===== config.mk =====
export PLATFORM = sky130hd
export DESIGN_NAME = spx_indexer
export DESIGN_NICKNAME = d
export VERILOG_FILES = /design/src/core/spx_indexer.v
export VERILOG_INCLUDE_DIRS = /design/src /design/src/core
export SDC_FILE = /design/constraint.sdc
export NUM_CORES = 1
export LEC_CHECK = 0
export BUFFER_PORTS_ARGS = -buffer_cell sky130_fd_sc_hd__buf_2
export CAP_MARGIN = 10
export CORE_UTILIZATION = 45
export DETAILED_ROUTE_END_ITERATION = 7
export PLACE_DENSITY = 0.65
export RECOVER_POWER = 25
export SLEW_MARGIN = 20
export SYNTH_ARGS = -nofsm -noshare
export SYNTH_HDL_FRONTEND = slang
export SYNTH_SLANG_ARGS = --single-unit

===== constraint.sdc =====
create_clock -name pclk -period 12.7 [get_ports pclk]
set_input_delay 0.635 -clock pclk [delete_from_list [all_inputs] [get_ports pclk]]
set_output_delay 0.635 -clock pclk [all_outputs]
set_load 0.1 [all_outputs]

===== src/core/spx_consts.vh =====
// constants for the shortest-rotation indexer command block
//
// Notes on behaviour
// RULE1 - bit mode: station is the eight selection bits, bit1 least significant, up to 254
// RULE2 - speed table is the three speed bits as binary plus one, tables 1 to 8
// RULE3 - with one link station occupied the speed bits are absent; table 1 is used
// RULE4 - start begins positioning to the selected station with the selected table data
// RULE5 - start before home return completes raises the home-incomplete alarm, no move
// RULE6 - station above division count minus one raises the next-station warning
// RULE7 - starts during a move are ignored; master restarts only after completion flag
// RULE8 - speed bits sampled only at start; changes while rotating do not matter
// RULE9 - master updates station and speed inputs well before start, allowing link delay
// RULE10 - after in-position turns on, torque limit switches to standstill value after delay
// RULE11 - after power-on, in-position is on if position lies within any station range
// RULE12 - the station-numbering direction setting is disregarded in this mode
// RULE13 - mode works only with indexer selected and both mode-select bits on
// RULE14 - with the specifying-system bit on, station comes from the next-station word
// RULE15 - speed method 0: word is a table number; 1: direct speed, ramps of table 1
// RULE16 - direct speed commanding only when two link stations are occupied
// RULE17 - register mode with table speed accepts tables 1 to 7 from the speed word
// RULE18 - rotation direction is chosen automatically for the shortest distance
// RULE19 - station and speed source latch at start and hold until movement completes
`ifndef SPX_CONSTS_VH
`define SPX_CONSTS_VH

// apb register byte offsets
`define SPX_OFS_CTRL    8'h00
`define SPX_OFS_DIV     8'h04
`define SPX_OFS_TQ      8'h08
`define SPX_OFS_DLY     8'h0C
`define SPX_OFS_STAT    8'h10
`define SPX_OFS_CLR     8'h14
`define SPX_OFS_EN      8'h18
`define SPX_OFS_STATE   8'h1C

// control register fields
`define SPX_CTRL_IDX    0
`define SPX_CTRL_TWO    1
`define SPX_CTRL_SPD    2
`define SPX_CTRL_DIR    3

// reset values
`define SPX_RST_CTRL    4'h0
`define SPX_RST_DIV     8'h08
`define SPX_RST_TQ      16'h0000
`define SPX_RST_DLY     16'h0000

// interrupt status bits
`define SPX_IRQ_ALARM   0
`define SPX_IRQ_WARN    1
`define SPX_IRQ_DONE    2
`define SPX_IRQ_IGN     3

// table codes and limits
`define SPX_TBL_FIRST   3'h0
`define SPX_TBL_MAXREG  16'h0007
`define SPX_TBL_MINREG  16'h0001

// torque delay tick, one millisecond, and clock period
`define SPX_TICK_NS     1000000
`define SPX_CLK_NS      25

`endif


===== src/core/spx_indexer.v =====
// shortest-rotation indexer command selection, start handshake and apb registers
//
// The implementer's own choices: the APB slave port and the placing of the registers.
`timescale 1ns/1ps
`include "spx_consts.vh"

module spx_indexer #(
  parameter TICK_CYCLES = `SPX_TICK_NS / `SPX_CLK_NS,
  parameter SPEED_W     = 16
) (
  // clock and reset
  input  wire                pclk,
  input  wire                presetn,
  // apb slave
  input  wire                psel,
  input  wire                penable,
  input  wire                pwrite,
  input  wire [7:0]          paddr,
  input  wire [31:0]         pwdata,
  output reg  [31:0]         prdata,
  output reg                 pready,
  output reg                 pslverr,
  // fieldbus bit devices
  input  wire                start_request,
  input  wire                op_mode_sel_1,
  input  wire                op_mode_sel_2,
  input  wire                pos_speed_spec_select,
  input  wire                next_station_sel_bit1,
  input  wire                next_station_sel_bit2,
  input  wire                next_station_sel_bit3,
  input  wire                next_station_sel_bit4,
  input  wire                next_station_sel_bit5,
  input  wire                next_station_sel_bit6,
  input  wire                next_station_sel_bit7,
  input  wire                next_station_sel_bit8,
  input  wire                speed_sel_bit1,
  input  wire                speed_sel_bit2,
  input  wire                speed_sel_bit3,
  // fieldbus word registers
  input  wire [15:0]         next_station_word,
  input  wire [SPEED_W-1:0]  table_or_speed_word,
  // motion core status, same clock
  input  wire                home_done,
  input  wire                pos_in_range,
  input  wire [7:0]          cur_station,
  input  wire                motion_done,
  // motion command
  output reg                 move_start,
  output reg  [7:0]          move_station,
  output reg  [2:0]          move_table,
  output reg                 move_use_speed,
  output reg  [SPEED_W-1:0]  move_speed,
  output reg                 move_dir_ccw,
  // fieldbus answers and torque
  output reg                 in_position_flag,
  output reg                 movement_complete_flag,
  output reg                 home_incomplete_alarm,
  output reg                 next_station_warning,
  output reg                 torque_standstill,
  output reg  [15:0]         torque_limit_value,
  // interrupt
  output reg                 irq
);

  localparam SYNC_W = 31 + SPEED_W;
  localparam [1:0] ST_IDLE = 2'b01;
  localparam [1:0] ST_MOVE = 2'b10;

  // ----------------------------------------
  // helpers
  // ----------------------------------------
  // station is legal if not above division count minus one
  function stn_ok;
    input [7:0] stn;
    input [7:0] div;
    begin
      stn_ok = ({1'b0, stn} < {1'b0, div}); // RULE6
    end
  endfunction

  // ----------------------------------------
  // input synchroniser
  // ----------------------------------------
  wire [SYNC_W-1:0] raw_in;
  reg  [SYNC_W-1:0] sync1_reg;
  reg  [SYNC_W-1:0] sync2_reg;

  assign raw_in = {start_request, op_mode_sel_1, op_mode_sel_2, pos_speed_spec_select,
                   next_station_sel_bit8, next_station_sel_bit7, next_station_sel_bit6,
                   next_station_sel_bit5, next_station_sel_bit4, next_station_sel_bit3,
                   next_station_sel_bit2, next_station_sel_bit1,
                   speed_sel_bit3, speed_sel_bit2, speed_sel_bit1,
                   next_station_word, table_or_speed_word};

  // two flops before any logic looks at the fieldbus inputs
  always @(posedge pclk or negedge presetn) begin
    if (!presetn) begin
      sync1_reg <= {SYNC_W{1'b0}};
      sync2_reg <= {SYNC_W{1'b0}};
    end else begin
      sync1_reg <= raw_in;
      sync2_reg <= sync1_reg;
    end
  end

  wire               s_start = sync2_reg[SYNC_W-1];
  wire               s_md0   = sync2_reg[SYNC_W-2];
  wire               s_md1   = sync2_reg[SYNC_W-3];
  wire               s_spec  = sync2_reg[SYNC_W-4];
  wire [7:0]         s_bits  = sync2_reg[SYNC_W-5:SYNC_W-12];
  wire [2:0]         s_spd   = sync2_reg[SYNC_W-13:SYNC_W-15];
  wire [15:0]        s_nsw   = sync2_reg[SPEED_W+15:SPEED_W];
  wire [SPEED_W-1:0] s_tsw   = sync2_reg[SPEED_W-1:0];

  // ----------------------------------------
  // registers
  // ----------------------------------------
  reg [3:0]  ctrl_reg;
  reg [7:0]  div_reg;
  reg [15:0] tq_reg;
  reg [15:0] dly_reg;
  reg [3:0]  stat_reg;
  reg [3:0]  en_reg;
  reg [1:0]  state_reg;
  reg        start_d_reg;
  reg        pwr_chk_reg;
  reg [15:0] dly_cnt_reg;
  reg [31:0] tick_cnt_reg;
  reg        inpos_d_reg;

  wire acc      = psel & penable & pready;
  wire wr       = acc & pwrite;
  wire two_stn  = ctrl_reg[`SPX_CTRL_TWO];
  wire idle     = (state_reg == ST_IDLE);

  // mode active only with indexer chosen and both mode bits on
  wire mode_on  = ctrl_reg[`SPX_CTRL_IDX] & s_md0 & s_md1; // RULE13
  wire start_rq = mode_on & s_start & ~start_d_reg;

  // ----------------------------------------
  // command selection
  // ----------------------------------------
  reg [7:0]         sel_station;
  reg [2:0]         sel_table;
  reg               sel_use_spd;
  reg               sel_ok;
  reg [8:0]         fwd_dist;
  reg               sel_ccw;

  // station, table and speed source from bits or words
  always @* begin
    sel_use_spd = 1'b0;
    sel_ok      = 1'b1;
    if (s_spec) begin
      sel_station = s_nsw[7:0]; // RULE14
      if (s_nsw[15:8] != 8'h00) begin
        sel_ok = 1'b0;
      end
      if (ctrl_reg[`SPX_CTRL_SPD] && two_stn) begin
        sel_use_spd = 1'b1; // RULE15 RULE16
        sel_table   = `SPX_TBL_FIRST;
      end else begin
        // table number one to seven from the speed word
        sel_table = s_tsw[2:0] - 3'h1; // RULE17
        if (s_tsw < `SPX_TBL_MINREG || s_tsw > `SPX_TBL_MAXREG) begin
          sel_ok = 1'b0;
        end
      end
    end else begin
      sel_station = s_bits; // RULE1
      if (two_stn) begin
        sel_table = s_spd; // RULE2
      end else begin
        sel_table = `SPX_TBL_FIRST; // RULE3
      end
    end
    if (!stn_ok(sel_station, div_reg)) begin
      sel_ok = 1'b0;
    end
  end

  // forward distance modulo division count decides the shorter way
  always @* begin
    if (sel_station >= cur_station) begin
      fwd_dist = {1'b0, sel_station} - {1'b0, cur_station};
    end else begin
      fwd_dist = {1'b0, sel_station} + {1'b0, div_reg} - {1'b0, cur_station};
    end
    // direction setting is not consulted here
    sel_ccw = (fwd_dist > {1'b0, div_reg} - fwd_dist); // RULE18 RULE12
  end

  wire go      = start_rq & idle & home_done & sel_ok & movement_complete_flag;
  wire no_home = start_rq & idle & ~home_done; // RULE5
  wire ignored = start_rq & ~idle; // RULE7

  // ----------------------------------------
  // move sequencer
  // ----------------------------------------
  always @(posedge pclk or negedge presetn) begin
    if (!presetn) begin
      state_reg              <= ST_IDLE;
      start_d_reg            <= 1'b0;
      move_start             <= 1'b0;
      move_station           <= 8'h00;
      move_table             <= `SPX_TBL_FIRST;
      move_use_speed         <= 1'b0;
      move_speed             <= {SPEED_W{1'b0}};
      move_dir_ccw           <= 1'b0;
      movement_complete_flag <= 1'b1;
    end else begin
      start_d_reg <= s_start;
      move_start  <= 1'b0;
      case (state_reg)
        ST_IDLE: begin
          if (go) begin
            // latch the whole command at the start edge
            move_start             <= 1'b1; // RULE4
            move_station           <= sel_station; // RULE19
            move_table             <= sel_table; // RULE8
            move_use_speed         <= sel_use_spd;
            move_speed             <= s_tsw;
            move_dir_ccw           <= sel_ccw;
            movement_complete_flag <= 1'b0;
            state_reg              <= ST_MOVE;
          end
        end
        ST_MOVE: begin
          // command held until the motion core reports the move finished
          if (motion_done) begin
            movement_complete_flag <= 1'b1; // RULE19
            state_reg              <= ST_IDLE;
          end
        end
        default: begin
          state_reg <= ST_IDLE;
        end
      endcase
    end
  end

  // ----------------------------------------
  // alarm, warning and in-position
  // ----------------------------------------
  always @(posedge pclk or negedge presetn) begin
    if (!presetn) begin
      home_incomplete_alarm <= 1'b0;
      next_station_warning  <= 1'b0;
      in_position_flag      <= 1'b0;
      pwr_chk_reg           <= 1'b1;
      inpos_d_reg           <= 1'b0;
    end else begin
      if (no_home) begin
        home_incomplete_alarm <= 1'b1; // RULE5
      end else if (wr && paddr == `SPX_OFS_CLR && pwdata[`SPX_IRQ_ALARM]) begin
        home_incomplete_alarm <= 1'b0;
      end
      next_station_warning <= mode_on & ~stn_ok(sel_station, div_reg); // RULE6
      pwr_chk_reg          <= 1'b0;
      inpos_d_reg          <= in_position_flag;
      // first check after reset, then at each standstill
      if (pwr_chk_reg) begin
        in_position_flag <= pos_in_range; // RULE11
      end else if (state_reg == ST_MOVE) begin
        in_position_flag <= 1'b0;
      end else begin
        in_position_flag <= pos_in_range;
      end
    end
  end

  // ----------------------------------------
  // standstill torque limit delay
  // ----------------------------------------
  always @(posedge pclk or negedge presetn) begin
    if (!presetn) begin
      dly_cnt_reg        <= 16'h0000;
      tick_cnt_reg       <= 32'h00000000;
      torque_standstill  <= 1'b0;
      torque_limit_value <= 16'hFFFF;
    end else begin
      torque_limit_value <= torque_standstill ? tq_reg : 16'hFFFF;
      if (!in_position_flag) begin
        torque_standstill <= 1'b0;
        dly_cnt_reg       <= 16'h0000;
        tick_cnt_reg      <= 32'h00000000;
      end else if (!inpos_d_reg) begin
        dly_cnt_reg  <= 16'h0000;
        tick_cnt_reg <= 32'h00000000;
      end else if (!torque_standstill) begin
        // count millisecond ticks up to the programmed delay
        if (dly_cnt_reg >= dly_reg) begin
          torque_standstill <= 1'b1; // RULE10
        end else if (tick_cnt_reg >= TICK_CYCLES - 1) begin
          tick_cnt_reg <= 32'h00000000;
          dly_cnt_reg  <= dly_cnt_reg + 16'h0001;
        end else begin
          tick_cnt_reg <= tick_cnt_reg + 32'h00000001;
        end
      end
    end
  end

  // ----------------------------------------
  // interrupt status
  // ----------------------------------------
  wire [3:0] ev;
  assign ev[`SPX_IRQ_ALARM] = no_home;
  assign ev[`SPX_IRQ_WARN]  = start_rq & idle & home_done & ~sel_ok;
  assign ev[`SPX_IRQ_DONE]  = (state_reg == ST_MOVE) & motion_done;
  assign ev[`SPX_IRQ_IGN]   = ignored;

  // an event in the clearing cycle wins over the clear
  always @(posedge pclk or negedge presetn) begin
    if (!presetn) begin
      stat_reg <= 4'h0;
      irq      <= 1'b0;
    end else begin
      if (wr && paddr == `SPX_OFS_CLR) begin
        stat_reg <= (stat_reg & ~pwdata[3:0]) | ev;
      end else begin
        stat_reg <= stat_reg | ev;
      end
      irq <= |(stat_reg & en_reg);
    end
  end

  // ----------------------------------------
  // apb slave
  // ----------------------------------------
  wire mapped = (paddr == `SPX_OFS_CTRL) || (paddr == `SPX_OFS_DIV) ||
                (paddr == `SPX_OFS_TQ)   || (paddr == `SPX_OFS_DLY) ||
                (paddr == `SPX_OFS_STAT) || (paddr == `SPX_OFS_CLR) ||
                (paddr == `SPX_OFS_EN)   || (paddr == `SPX_OFS_STATE);

  // one wait state, read data and error prepared with pready
  always @(posedge pclk or negedge presetn) begin
    if (!presetn) begin
      pready  <= 1'b0;
      pslverr <= 1'b0;
      prdata  <= 32'h00000000;
    end else begin
      pready  <= psel & penable & ~pready;
      pslverr <= psel & penable & ~pready & ~mapped;
      prdata  <= 32'h00000000;
      if (psel && penable && !pready && !pwrite) begin
        case (paddr)
          `SPX_OFS_CTRL:  prdata <= {28'h0000000, ctrl_reg};
          `SPX_OFS_DIV:   prdata <= {24'h000000, div_reg};
          `SPX_OFS_TQ:    prdata <= {16'h0000, tq_reg};
          `SPX_OFS_DLY:   prdata <= {16'h0000, dly_reg};
          `SPX_OFS_STAT:  prdata <= {28'h0000000, stat_reg};
          `SPX_OFS_EN:    prdata <= {28'h0000000, en_reg};
          `SPX_OFS_STATE: prdata <= {13'h0000, move_table, move_station,
                                     2'h0, next_station_warning, home_incomplete_alarm,
                                     torque_standstill, movement_complete_flag,
                                     in_position_flag, state_reg[1]};
          default:        prdata <= 32'h00000000;
        endcase
      end
    end
  end

  // writable configuration
  always @(posedge pclk or negedge presetn) begin
    if (!presetn) begin
      ctrl_reg <= `SPX_RST_CTRL;
      div_reg  <= `SPX_RST_DIV;
      tq_reg   <= `SPX_RST_TQ;
      dly_reg  <= `SPX_RST_DLY;
      en_reg   <= 4'h0;
    end else if (wr) begin
      case (paddr)
        `SPX_OFS_CTRL: ctrl_reg <= pwdata[3:0];
        `SPX_OFS_DIV:  div_reg  <= pwdata[7:0];
        `SPX_OFS_TQ:   tq_reg   <= pwdata[15:0];
        `SPX_OFS_DLY:  dly_reg  <= pwdata[15:0];
        `SPX_OFS_EN:   en_reg   <= pwdata[3:0];
        default:       en_reg   <= en_reg;
      endcase
    end
  end

endmodule


* Yosys cells after proc, flatten, opt, wreduce, memory -nomap -nowiden *
Index checks and enable logic that the tools add are counted.
W data, S select, Z words.

word-level totals
  word-level logic and storage cells = 162
  memory bits (read-only) = 0
  memories = 0
  flip-flop bits (word level) = 285
  output and inout bits = 86
  bits of input ports = 103
  bits in writable memories = 0
  latch bits = 0

operators by class
  shifts and indexed selects = 0
  add/sub/neg operators = 7
  divide/modulo/power cells = 0
  bitwise gates (word level) = 30
  $lt $le $gt $ge = 7
  $mul = 0
  eq/ne operators = 15
  mux-type cells = 42
  reductions and logical operators = 31

operators by type and width
  cell                     number
  $mux W32                 5
  $pmux W19 S7             1
  $mux W16                 6
  $add A32 B1 Y32 const B  1
  $eq A8 B5 Y1 const B     4
  $ge A32 B16 Y1 const B   1
  $mux W1                  19
  $mux W19                 1
  $and A1 B1 Y1            18
  $add A16 B1 Y16 const B  1
  $eq A8 B4 Y1 const B     2
  $ge A16 B16 Y1           1
  $gt A16 B3 Y1 const B    1
  $lt A16 B1 Y1 const B    1
  $reduce_and A2 Y1        8
  $add A8 B8 Y9            1
  $gt A9 B9 Y1             1
  $mux W3                  3
  $mux W9                  1
  $sub A8 B8 Y9            1
  $sub A8 B9 Y9            1
  $sub A9 B8 Y9            1
  $and A4 B4 Y4            2
  $eq A8 B3 Y1 const B     1
  other kinds (25)         50

* Logic depth before layout (Yosys ltp) *
Gate-level depths: netlist of the first run.

  depth in word-level cells = 10
  depth in mapped cells = 26

* Worst setup path after synthesis of the first run *
No wires, ideal clock.

  path type = reg-to-reg
  from = register sync2_reg[43]
  to = register move_dir_ccw
  data arrival time = 5039 ps
  stages on the path, launching flop included = 23
  setup time = 126 ps
  path slack = 7535 ps
  data required time = 12574 ps
  cell sequence = dfrtp_1 > buf_1 > mux2i_1 > inv_1 > ha_1 > a21o_1 > a21oi_1 > nor2_1 > a211oi_1 > ha_1 > inv_1 > fa_1 > o2111ai_1 > nand3_1 > a31o_2 > a21oi_1 > xor2_1 > ha_1 > a21oi_1 > o22ai_1 > o32a_1 > mux2i_1 > a21oi_1

between the ends
  cells in the longest elaborated chain, start to end = 6
  elaborated cells between the ends (all ways) = 14

ends and longest elaborated chain
  what                                                      RTL line                              RTL
  start, declared                                           spx_indexer.v:86                      reg [SYNC_W-1:0] sync2_reg;
  start signal, assigned                                    spx_indexer.v:99                      sync2_reg <= {SYNC_W{1'b0}};
  start signal, assigned                                    spx_indexer.v:102                     sync2_reg <= sync1_reg;
  $mux W8 (*)                                               spx_indexer.v:154                     if (s_spec) begin
  net sel_station[6]                                        spx_indexer.v:143                     reg [7:0] sel_station;
  $add A8 B8 Y9 / $lt A8 B8 Y1 (equally long branches)      spx_indexer.v:187, spx_indexer.v:77
  $sub A9 B8 Y9 / $mux W1 (equally long branches)           spx_indexer.v:187, spx_indexer.v:177
  $mux W9 / $and A1 B1 Y1 (equally long branches)           spx_indexer.v:184, spx_indexer.v:193
  $sub A8 B9 Y9 / $and A1 B1 Y1 (equally long branches)     spx_indexer.v:190, spx_indexer.v:193
  $gt A9 B9 Y1 / $reduce_and A2 Y1 (equally long branches)  -
  end signal, assigned                                      spx_indexer.v:223                     move_dir_ccw <= sel_ccw;
  end, declared                                             spx_indexer.v:53                      output reg move_dir_ccw,

The timed path passes the listed nets; every way through them passes the cells marked *.
A chain may end at the register's enable or synchronous reset.

==> results.tsv, run 1 <==
stage	metric	value	unit
outcome	status	finished, violations left	
outcome	violations	max-capacitance violations, max-slew violations	
sta	setup_viol	0	
die	die_w	168	µm
sta	fin_crit_sh	51.7	%
global_route	grt_pass1_wl	44.6	mm
place	dp_cells	1584	
critical_path	worstReg2RegStart	sync2_reg[43]	
hold_path	min_path_cells	1	
drt	drt_iter0_drc	449	
die	initial_utilization	45.7	%
sta	slew_viol_final	131	
critical_path	cpPeakStageDelay	4.59	ns
pwr	power_density	143	mW/mm²
logic_synthesis	synthArstFlopShare	100	%
critical_path	required	13.36	ns
sta	fin_hold_ws	0.183	ns
hold_path	hold_start	next_station_word[1]	
die	die_h	168	µm
final_layout	area_delta_synth_final	16.9	%
critical_path	path_cells	clkbuf_1 > buf_4 > buf_4 > buf_16	
run	maxCapViolCount	1	
critical_path	crit_fanout	130	
clock_tree	cts.hold.buffers_added	0	
critical_path	crit_type	input pin to asynchronous set/reset pin	
clock_tree	cts.htree.levels	1	
pwr	pwr-share-comb	13.8	%
clock_tree	cts_tree	yes	
final_layout	multi_input_area	0.00498	mm²
clock_tree	root_buffer	clkbuf_16	
drt	viasPerCell	5.33	
global_route	grt_pass1_vias	8454	
global_route	gr-usage-met3	3.21	%
die	rows	60	
pwr	p_int	1.53	mW
critical_path	crit_path_start_kind	input pin	
logic_synthesis	synth-main-ff-cell	dfrtp_1	
global_route	busiest_layer	met2	
critical_path	arrival	7.22	ns
die	dieArea	0.0281	mm²
die	ios	189	
logic_synthesis	synth-edff-count	0	
global_route	met1_usage	27.7	%
global_route	globalRouteOverflowTotal	0	
sta	finalHoldViolations	0	
sta	slew_headroom	-347	%
place	portBuffers	159	
pwr	finalPower	2.06	mW
sta	skew	0.0149	ns
logic_synthesis	synth_cells	1119	
pwr	p_leak	7.17	nW
drt	ant_nets	0	
sta	setup_ws	6.14	ns
sta	setup_tns	0	ns
drt	drc	0	
drt	drt_wl_total	27.6	mm
logic_synthesis	ys_warn_count	0	
critical_path	cpMaxStageDelayCell	clkbuf_1	
final_layout	nets	1444	
final_layout	final_area	0.0144	mm²
final_layout	fin_util	53.5	%
critical_path	r2r_slack	6.65	ns
logic_synthesis	synth-seq-cells	272	
critical_path	reg2reg_depth	23	
clock_tree	cts_resized	0	
clock_tree	numCtsBuffers	29	
hold_path	whs_endpoint	sync1_reg[17]	
pwr	clkPwrFrac	42.7	%
sta	worst_slew_pin_slew	6.70	ns
sta	rsz0062_at_grt	no	
logic_synthesis	synth.cell_area	0.0123	mm²
logic_synthesis	synth_area_per_cell	11.0	µm²
pwr	vdd_drop_max	0.000122	V
global_route	grt_usage	20.0	%
critical_path	reg2reg_to	move_dir_ccw	
sta	period_minus_slack	6.56	ns
final_layout	fillers	2402	
place	place_congestion	0.867	
place	dp_hpwl	20.0	mm
final_layout	seqCellArea	0.00683	mm²
sta	fmax	0.152	GHz
place	dpl-instance-area	0.0134	mm²
critical_path	crit_top_cell	buf_4	
final_layout	fin_cells	1640	
clock_tree	path_clk_slew	0.06	ns
logic_synthesis	seq_area_frac_synth	55.4	%
final_layout	drive_gt1_share	22.9	%
die	design.core.area	0.0270	mm²
drt	firstDrtPassIters	5	
global_route	antenna_found_initial	2	
place	place_ws	6.67	ns
hold_path	hold_path.class	input pin to register	
drt	wire_per_inst	16.8	µm
critical_path	crit_path_end_kind	asynchronous set/reset pin	
global_route	grt_use_met2	32.7	%
global_route	grt_max_degree	131	
pwr	power.switching	0.531	mW
drt	via_count	8734	
clock_tree	numClockSinks	272	
critical_path	crit_start	presetn	
pwr	seqPwrFrac	43.4	%
logic_synthesis	synth_cell_types	60	
pwr	swShare	25.8	%
clock_tree	clockBufferDepth	3	
clock_tree	clk_latency	0.56	ns
clock_tree	postCtsSetupRepairBufs	0	
## logic make-up (layout without fill, tap and decap cells)
family	count (synthesis)	count (layout)	share of synthesized area, %
compound gates	250	250	13.0
xor+xnor	17	17	1.21
fa+ha+maj	67	67	7.39
buf+inv	132	298	4.63
flops	272	272	55.4
mux	64	64	5.83
other cells	1	15	0.0304
simple gates	316	316	12.5
## synthesized netlist by cell type, types with 12 or more instances
cell type | count | share of area [%]
clkbuf_1 | 25 | 0.76
nand2_1 | 90 | 2.7
buf_2 | 12 | 0.49
o21ai_0 | 66 | 2.7
nand2b_1 | 29 | 1.5
ha_1 | 56 | 5.7
a21oi_1 | 65 | 2.6
nand3_1 | 23 | 0.93
buf_4 | 14 | 0.85
nor4_1 | 15 | 0.76
dfrtp_1 | 252 | 51
and3_1 | 24 | 1.2
inv_1 | 77 | 2.3
dfstp_2 | 20 | 4.3
mux2_2 | 52 | 4.7
xnor2_1 | 12 | 0.85
a21o_1 | 20 | 1.2
o21a_1 | 12 | 0.73
nor2_1 | 78 | 2.4
## layer usage
metal	wire, µm	share of wire [%]
met1	12500	45
met2	13000	47
met3	1470	5.3
met4	628	2.3
met5	13	0.047
## worst max path at each step
stage / slack, ns / end / depth (start not counted)
6_report: 6.14 / state_reg[0] / 4
3_5_place_dp: 6.67 / move_dir_ccw / 21
3_3_place_gp: 6.74 / move_dir_ccw / 23
5_1_grt: 4.80 / state_reg[0] / 4
4_1_cts: 6.65 / move_dir_ccw / 21
2_1_floorplan: 7.54 / move_dir_ccw / 22
## critical path, delay by kind of cell
kind | cells | cell delay, ns
buffers and inverters | 4 | 6.52
## cell type report
class | instances | share of cell area [%]
flip-flops and latches | 272 | 47.4
multi-input cells | 728 | 34.6
repair buffers | 167 | 6.04
clock buffers | 36 | 5.49
well taps | 341 | 2.96
inverters | 77 | 2.00
clock inverters | 18 | 1.54
diodes | 1 | 0.0174
## cell usage in the layout (no fill, tap or decap), drive strengths merged, types with 7 or more instances in the layout
cell,count
xnor2,12
conb,14
nand3,23
nor3,9
and2,10
a22oi,7
o21ai,66
a31oi,10
clkinv,9
a21oi,65
mux2i,11
nor2b,8
a22o,10
a21o,20
inv,80
nand2b,29
dfstp,20
a211o,7
a211oi,8
clkbuf,38
nand2,91
buf,165
mux2,52
fa,10
a41oi,7
o31ai,10
dfrtp,252
and3,24
ha,56
nor4,15
o21a,12
nor2,78
## power groups by stage
stage          combinational, mW  sequential, mW  clock, mW
2_1_floorplan              0.202           0.911          0
3_3_place_gp               0.278           0.908          0
4_1_cts                    0.284           0.893      0.898
3_5_place_dp               0.282           0.909          0
5_1_grt                    0.322           0.895      0.934
6_report                   0.284           0.893      0.879
Power figures use the tool's default switching activity.
==> run 2, diff against run 1 <==
--- a/config.mk
+++ b/config.mk
@@ -10,7 +10,7 @@
 export CAP_MARGIN = 10
 export CORE_UTILIZATION = 45
 export DETAILED_ROUTE_END_ITERATION = 7
-export PLACE_DENSITY = 0.65
+export PLACE_DENSITY = 0.67
 export RECOVER_POWER = 25
 export SLEW_MARGIN = 20
 export SYNTH_ARGS = -nofsm -noshare
==> constraint.sdc (replaced) <==
create_clock -name pclk -period 5.4 [get_ports pclk]
set_input_delay 0.27 -clock pclk [delete_from_list [all_inputs] [get_ports pclk]]
set_output_delay 0.27 -clock pclk [all_outputs]
set_load 0.1 [all_outputs]
==> results.tsv, run 2 (synthesized netlist as in run 1, its figures left out) <==
stage	metric	value	unit
place	portBuffers	159	
final_layout	final_common_cell	dfrtp_1	
final_layout	fin_util	56.7	%
sta	fin_crit_sh	93.6	%
die	dieArea	0.0281	mm²
hold_path	min_path_cells	3	
drt	drt_wl_total	28.8	mm
sta	skew	0.0103	ns
sta	slew_viol_final	86	
final_layout	drive_gt1_share	23.6	%
global_route	grt_usage	21.1	%
critical_path	reg2reg_depth	25	
final_layout	area_delta_synth_final	23.9	%
sta	period_minus_slack	5.05	ns
final_layout	fin_cells	1721	
critical_path	required	5.87	ns
pwr	finalPower	4.94	mW
critical_path	crit_start	sync2_reg[43]	
final_layout	nets	1526	
global_route	globalRouteOverflowTotal	0	
place	place_congestion	0.854	
hold_path	hold_start	pwdata[3]	
critical_path	worstReg2RegStart	sync2_reg[43]	
clock_tree	clk_latency	0.55	ns
sta	slew_headroom	-159	%
die	initial_utilization	45.7	%
drt	firstDrtPassIters	5	
pwr	p_leak	7.51	nW
run	maxCapViolCount	1	
sta	fmax	0.198	GHz
critical_path	crit_path_start_kind	register	
die	ios	189	
clock_tree	cts_tree	yes	
critical_path	crit_path_end_kind	register	
clock_tree	numClockSinks	272	
die	rows	60	
critical_path	crit_type	register to register	
final_layout	layout_common_cells	dfrtp_1 (251), buf_2 (155), nand2_1 (90)	
die	die_w	168	µm
drt	ant_nets	0	
global_route	grt_max_degree	114	
hold_path	hold_path.class	input pin to register	
clock_tree	root_buffer	clkbuf_16	
die	design.core.area	0.0270	mm²
sta	setup_tns	0	ns
outcome	status	finished, violations left	
critical_path	crit_fanout	7	
global_route	grt_pass1_wl	46.9	mm
sta	setup_viol	0	
drt	drt_iter0_drc	539	
drt	drc	0	
clock_tree	clockBufferDepth	3	
clock_tree	path_clk_slew	0.06	ns
place	dp_cells	1601	
drt	viasPerCell	5.26	
clock_tree	cts.htree.levels	1	
sta	finalHoldViolations	0	
critical_path	arrival	5.53	ns
clock_tree	numCtsBuffers	29	
drt	via_count	9051	
pwr	vdd_drop_max	0.000335	V
global_route	antenna_found_initial	5	
outcome	violations	max-capacitance violations, max-slew violations	
drt	wire_per_inst	16.7	µm
place	dp_hpwl	20.2	mm
global_route	grt_pass1_vias	8904	
sta	worst_slew_pin_slew	3.89	ns
die	die_h	168	µm
pwr	power_density	324	mW/mm²
run 2: changes by cell type in the layout (fill, tap and decap cells not counted), moves of 2 or more:
cell           delta
ha_1              -2
clkinv_2          -3
a21oi_1           -3
buf_4            +19
a21oi_2           +3
mux2i_1           -6
clkbuf_1          +3
dlygate4sd3_1    +63
mux2i_2           +5
inv_6             -2
buf_2             -3
run 2: per-stage QoR:
step           hold slack (ns)  setup WS, ns  cell area, µm²
3_5_place_dp             0.313        0.0786           13500
4_1_cts                0.00445        0.0383           15200
5_1_grt                 0.0237      -0.00961           15300
6_report                0.0345         0.348           15300
3_3_place_gp             0.310         0.227           13500
2_1_floorplan          -0.0256         0.235           12400
run 2: where the power goes:
| group | internal (mW) | switching (mW) | total, mW |
|---|---|---|---|
| clock network | 1.30 | 0.809 | 2.11 |
| registers | 2.08 | 0.0197 | 2.10 |
| logic | 0.315 | 0.418 | 0.734 |
run 2: area by class of cell:
cell class	instances	area, µm²
Multi-Input combinational cell	728	5050
Fill cell	2248	11700
Inverter	77	289
Clock buffer	39	813
Tap cell	341	427
Sequential cell	272	6830
Timing Repair Buffer	249	1640
Antenna cell	1	2.50
Clock inverter	14	219
run 2: final timing paths:
kind                                  to  slack (ns)
max in group asynchronous  sync2_reg[43]        1.04
min                           div_reg[3]        0.03
max                         move_dir_ccw        0.35
min in group asynchronous     tq_reg[13]        1.82
max reg2reg                 move_dir_ccw        0.35
min reg2reg                sync2_reg[42]        0.35
run 2: routing by layer:
layer | wire length (µm) | GRT usage, % | part of all wire [%]
met5 | 26 | 0 | 0.090
met3 | 1350 | 3.83 | 4.7
met1 | 12900 | 27.9 | 45
met2 | 13600 | 35.0 | 47
met4 | 914 | 6.74 | 3.2
run 2: worst max-delay path: stages (launching register included):
cell and delay, ns:
dfrtp_2 0.50, mux2i_4 0.30, fa_1 0.43, inv_1 0.12
ha_1 0.25, a21o_1 0.15, a21oi_1 0.28, o21bai_1 0.10
a21oi_1 0.24, xnor2_1 0.19, nand2_1 0.09, a21oi_1 0.19
inv_1 0.07, ha_1 0.33, a21oi_2 0.19, nand3b_1 0.11
a21oi_1 0.15, nor3b_1 0.08, ha_1 0.29, nand3_1 0.10
nor2_1 0.14, nand2_1 0.07, a211oi_1 0.22, o32a_1 0.19
mux2i_1 0.07, a21oi_1 0.14
run 2: repair_timing:
item | in CTS | in global routing
resized for setup | 0 | 15
setup endpoints to repair | 0 | 1
hold endpoints to repair | 149 | 0
hold buffers | 63 | 0
setup buffers | 0 | 3
==> run 3, diff against run 2 <==
--- a/config.mk
+++ b/config.mk
@@ -6,6 +6,7 @@
 export SDC_FILE = /design/constraint.sdc
 export NUM_CORES = 1
 export LEC_CHECK = 0
+export ABC_AREA = 1
 export BUFFER_PORTS_ARGS = -buffer_cell sky130_fd_sc_hd__buf_2
 export CAP_MARGIN = 10
 export CORE_UTILIZATION = 45
==> results.tsv, run 3 <==
stage	metric	value	unit
outcome	status	finished, violations left	
outcome	violations	max-capacitance violations, max-slew violations	
logic_synthesis	synthArstFlopShare	100	%
pwr	power_density	337	mW/mm²
critical_path	arrival	5.34	ns
global_route	antenna_found_initial	2	
sta	rsz0062_at_grt	no	
clock_tree	cts_tree	yes	
die	dieArea	0.0283	mm²
pwr	vdd_drop_max	0.000280	V
sta	setup_viol	0	
drt	drt_iter0_drc	602	
drt	via_count	9471	
final_layout	drive_gt1_share	20.3	%
drt	ant_nets	0	
final_layout	final_area	0.0151	mm²
logic_synthesis	synth-seq-cells	272	
sta	slew_headroom	-96.6	%
global_route	grt_usage	20.6	%
global_route	grt_pass1_vias	8979	
sta	fin_crit_sh	90.8	%
hold_path	hold_path.class	input pin to register	
clock_tree	numCtsBuffers	29	
final_layout	fin_cells	1911	
pwr	p_leak	7.34	nW
drt	viasPerCell	4.96	
logic_synthesis	ys_top_cells_by_count	nand2_1 (254), dfrtp_1 (252), inv_1 (198)	
global_route	grt_max_degree	150	
final_layout	area_delta_synth_final	21.6	%
die	design.core.area	0.0270	mm²
sta	worst_slew_pin_slew	2.95	ns
drt	wire_per_inst	15.0	µm
place	dp_cells	1800	
pwr	finalPower	5.10	mW
clock_tree	clockBufferDepth	3	
logic_synthesis	synth_top_area_share	50.7	%
logic_synthesis	synth-main-ff-cell	dfrtp_1	
sta	fmax	0.204	GHz
drt	firstDrtPassIters	7	
logic_synthesis	synth_area_per_cell	9.40	µm²
logic_synthesis	yosysMostFrequentCell	nand2_1	
global_route	grt_pass1_wl	46.2	mm
clock_tree	cts.htree.levels	1	
place	dpl-instance-area	0.0135	mm²
drt	drc	0	
logic_synthesis	ys_warn_count	0	
place	dp_hpwl	20.9	mm
critical_path	crit_path_start_kind	register	
logic_synthesis	seq_area_frac_synth	54.9	%
sta	fin_hold_ws	0.0139	ns
die	ios	189	
sta	finalHoldViolations	0	
logic_synthesis	synth_cells	1323	
logic_synthesis	yosysTopAreaCell	dfrtp_1	
global_route	globalRouteOverflowTotal	0	
logic_synthesis	synth_area_leaders	dfrtp_1 (51%), nand2_1 (7.7%), inv_1 (6.0%)	
critical_path	required	5.84	ns
clock_tree	clk_latency	0.56	ns
final_layout	layout_common_cells	nand2_1 (254), dfrtp_1 (252), inv_1 (198)	
sta	slew_viol_final	124	
critical_path	crit_path_end_kind	register	
clock_tree	numClockSinks	272	
die	die_w	168	µm
die	die_h	168	µm
sta	setup_tns	0	ns
place	portBuffers	159	
place	place_congestion	0.898	
logic_synthesis	synth-edff-count	0	
die	rows	60	
logic_synthesis	synth_cell_types	47	
final_layout	nets	1716	
critical_path	crit_fanout	12	
clock_tree	root_buffer	clkbuf_16	
clock_tree	path_clk_slew	0.06	ns
run	maxCapViolCount	1	
sta	period_minus_slack	4.90	ns
die	initial_utilization	46.0	%
hold_path	min_path_cells	3	
sta	skew	0.0147	ns
final_layout	fillers	2387	
critical_path	reg2reg_depth	27	
clock_tree	postCtsSetupRepairBufs	0	
logic_synthesis	synth.cell_area	0.0124	mm²
critical_path	crit_type	register to register	
drt	drt_wl_total	28.6	mm
final_layout	final_common_cell	nand2_1	
## run 3: cell types whose count changed in the layout (fill, tap and decap cells not counted), sizes merged, moves of 11 or more
cell | before | now
a21o | 20 | 2
or2 | 2 | 21
nand4 | 6 | 19
mux2 | 52 | 0
buf | 181 | 163
nand2b | 29 | 0
mux2i | 11 | 0
nand2 | 91 | 278
and3 | 24 | 2
nor3 | 9 | 23
o21ai | 66 | 124
nand3 | 23 | 45
inv | 78 | 208
## run 3: worst max-delay path: stages, from the launching register on
cell and delay [ns]:
dfrtp_1 0.51, inv_2 0.17, or2_2 0.30, o21ai_1 0.28, inv_1 0.14, ha_1 0.39, nand2_1 0.10, nand2_1 0.07
nand2_1 0.07, nand3_2 0.10, nand2_2 0.10, nand2_2 0.17, o21ai_0 0.38, inv_1 0.14, fa_1 0.49, nand4_1 0.12
nand2_1 0.10, nand3_1 0.08, nand2_1 0.06, xnor2_1 0.13, ha_1 0.31, a21o_1 0.18, a21oi_1 0.13, nand2_1 0.07
nand2_1 0.05, nand2_1 0.05, nand2_1 0.05, nand2_1 0.05
## run 3: kinds of logic after synthesis
family / share of synthesized area (%)
and+or+nand+nor: 17.8
adders and majority gates: 7.24
buffers and inverters: 8.24
other: 0.0302
AOI/OAI and AO/OA: 10.5
DFF: 54.9
xor gates and xnor gates: 1.27
## run 3: layout make-up
type	instances	area [µm²]	area share, %
Multi-Input combinational cell	816	4630	30.6
Clock buffer	38	800	5.29
Timing Repair Buffer	222	1420	9.41
Antenna cell	1	2.50	0.0165
Clock inverter	15	234	1.55
Sequential cell	272	6830	45.2
Inverter	206	776	5.13
Tap cell	341	427	2.82
## run 3: path summary, 6_finish.rpt
path / start / endpoint / slack [ns]
setup / recovery: sync2_reg[43] / move_dir_ccw / 0.50
max in group asynchronous: presetn / move_station[6] / 2.34
setup reg to reg: sync2_reg[43] / move_dir_ccw / 0.50
min in group asynchronous: presetn / sync1_reg[10] / 1.16
hold / removal: pwdata[8] / dly_reg[8] / 0.01
hold reg to reg: sync1_reg[38] / sync2_reg[38] / 0.34
## run 3: where the power goes
group          switching, mW  internal (mW)  total (mW)
Combinational          0.578          0.253       0.831
Sequential            0.0289           2.12        2.15
Clock                  0.826           1.29        2.12
Total                   1.43           3.66        5.10
## run 3: timing repair
action,CTS,global route
resized for setup,0,3
endpoints found under the hold margin,177,0
hold buffers,57,0
endpoints found under the setup margin,0,1
## run 3: metrics by stage
| step | util (%) | setup slack (ns) |
|---|---|---|
| final | 55.9 | 0.498 |
| after global routing | 55.9 | 0.0132 |
| after CTS | 56.0 | 0.424 |
| after detailed placement | 50.0 | 0.440 |
| after global placement | 50.0 | 0.520 |
| after floorplan | - | 1.02 |
## run 3: routing by layer
metal / wire [µm] / track usage, %
met5: 13 / 0
met4: 874 / 6.84
met3: 1510 / 3.43
met2: 13100 / 32.8
met1: 13100 / 28.8
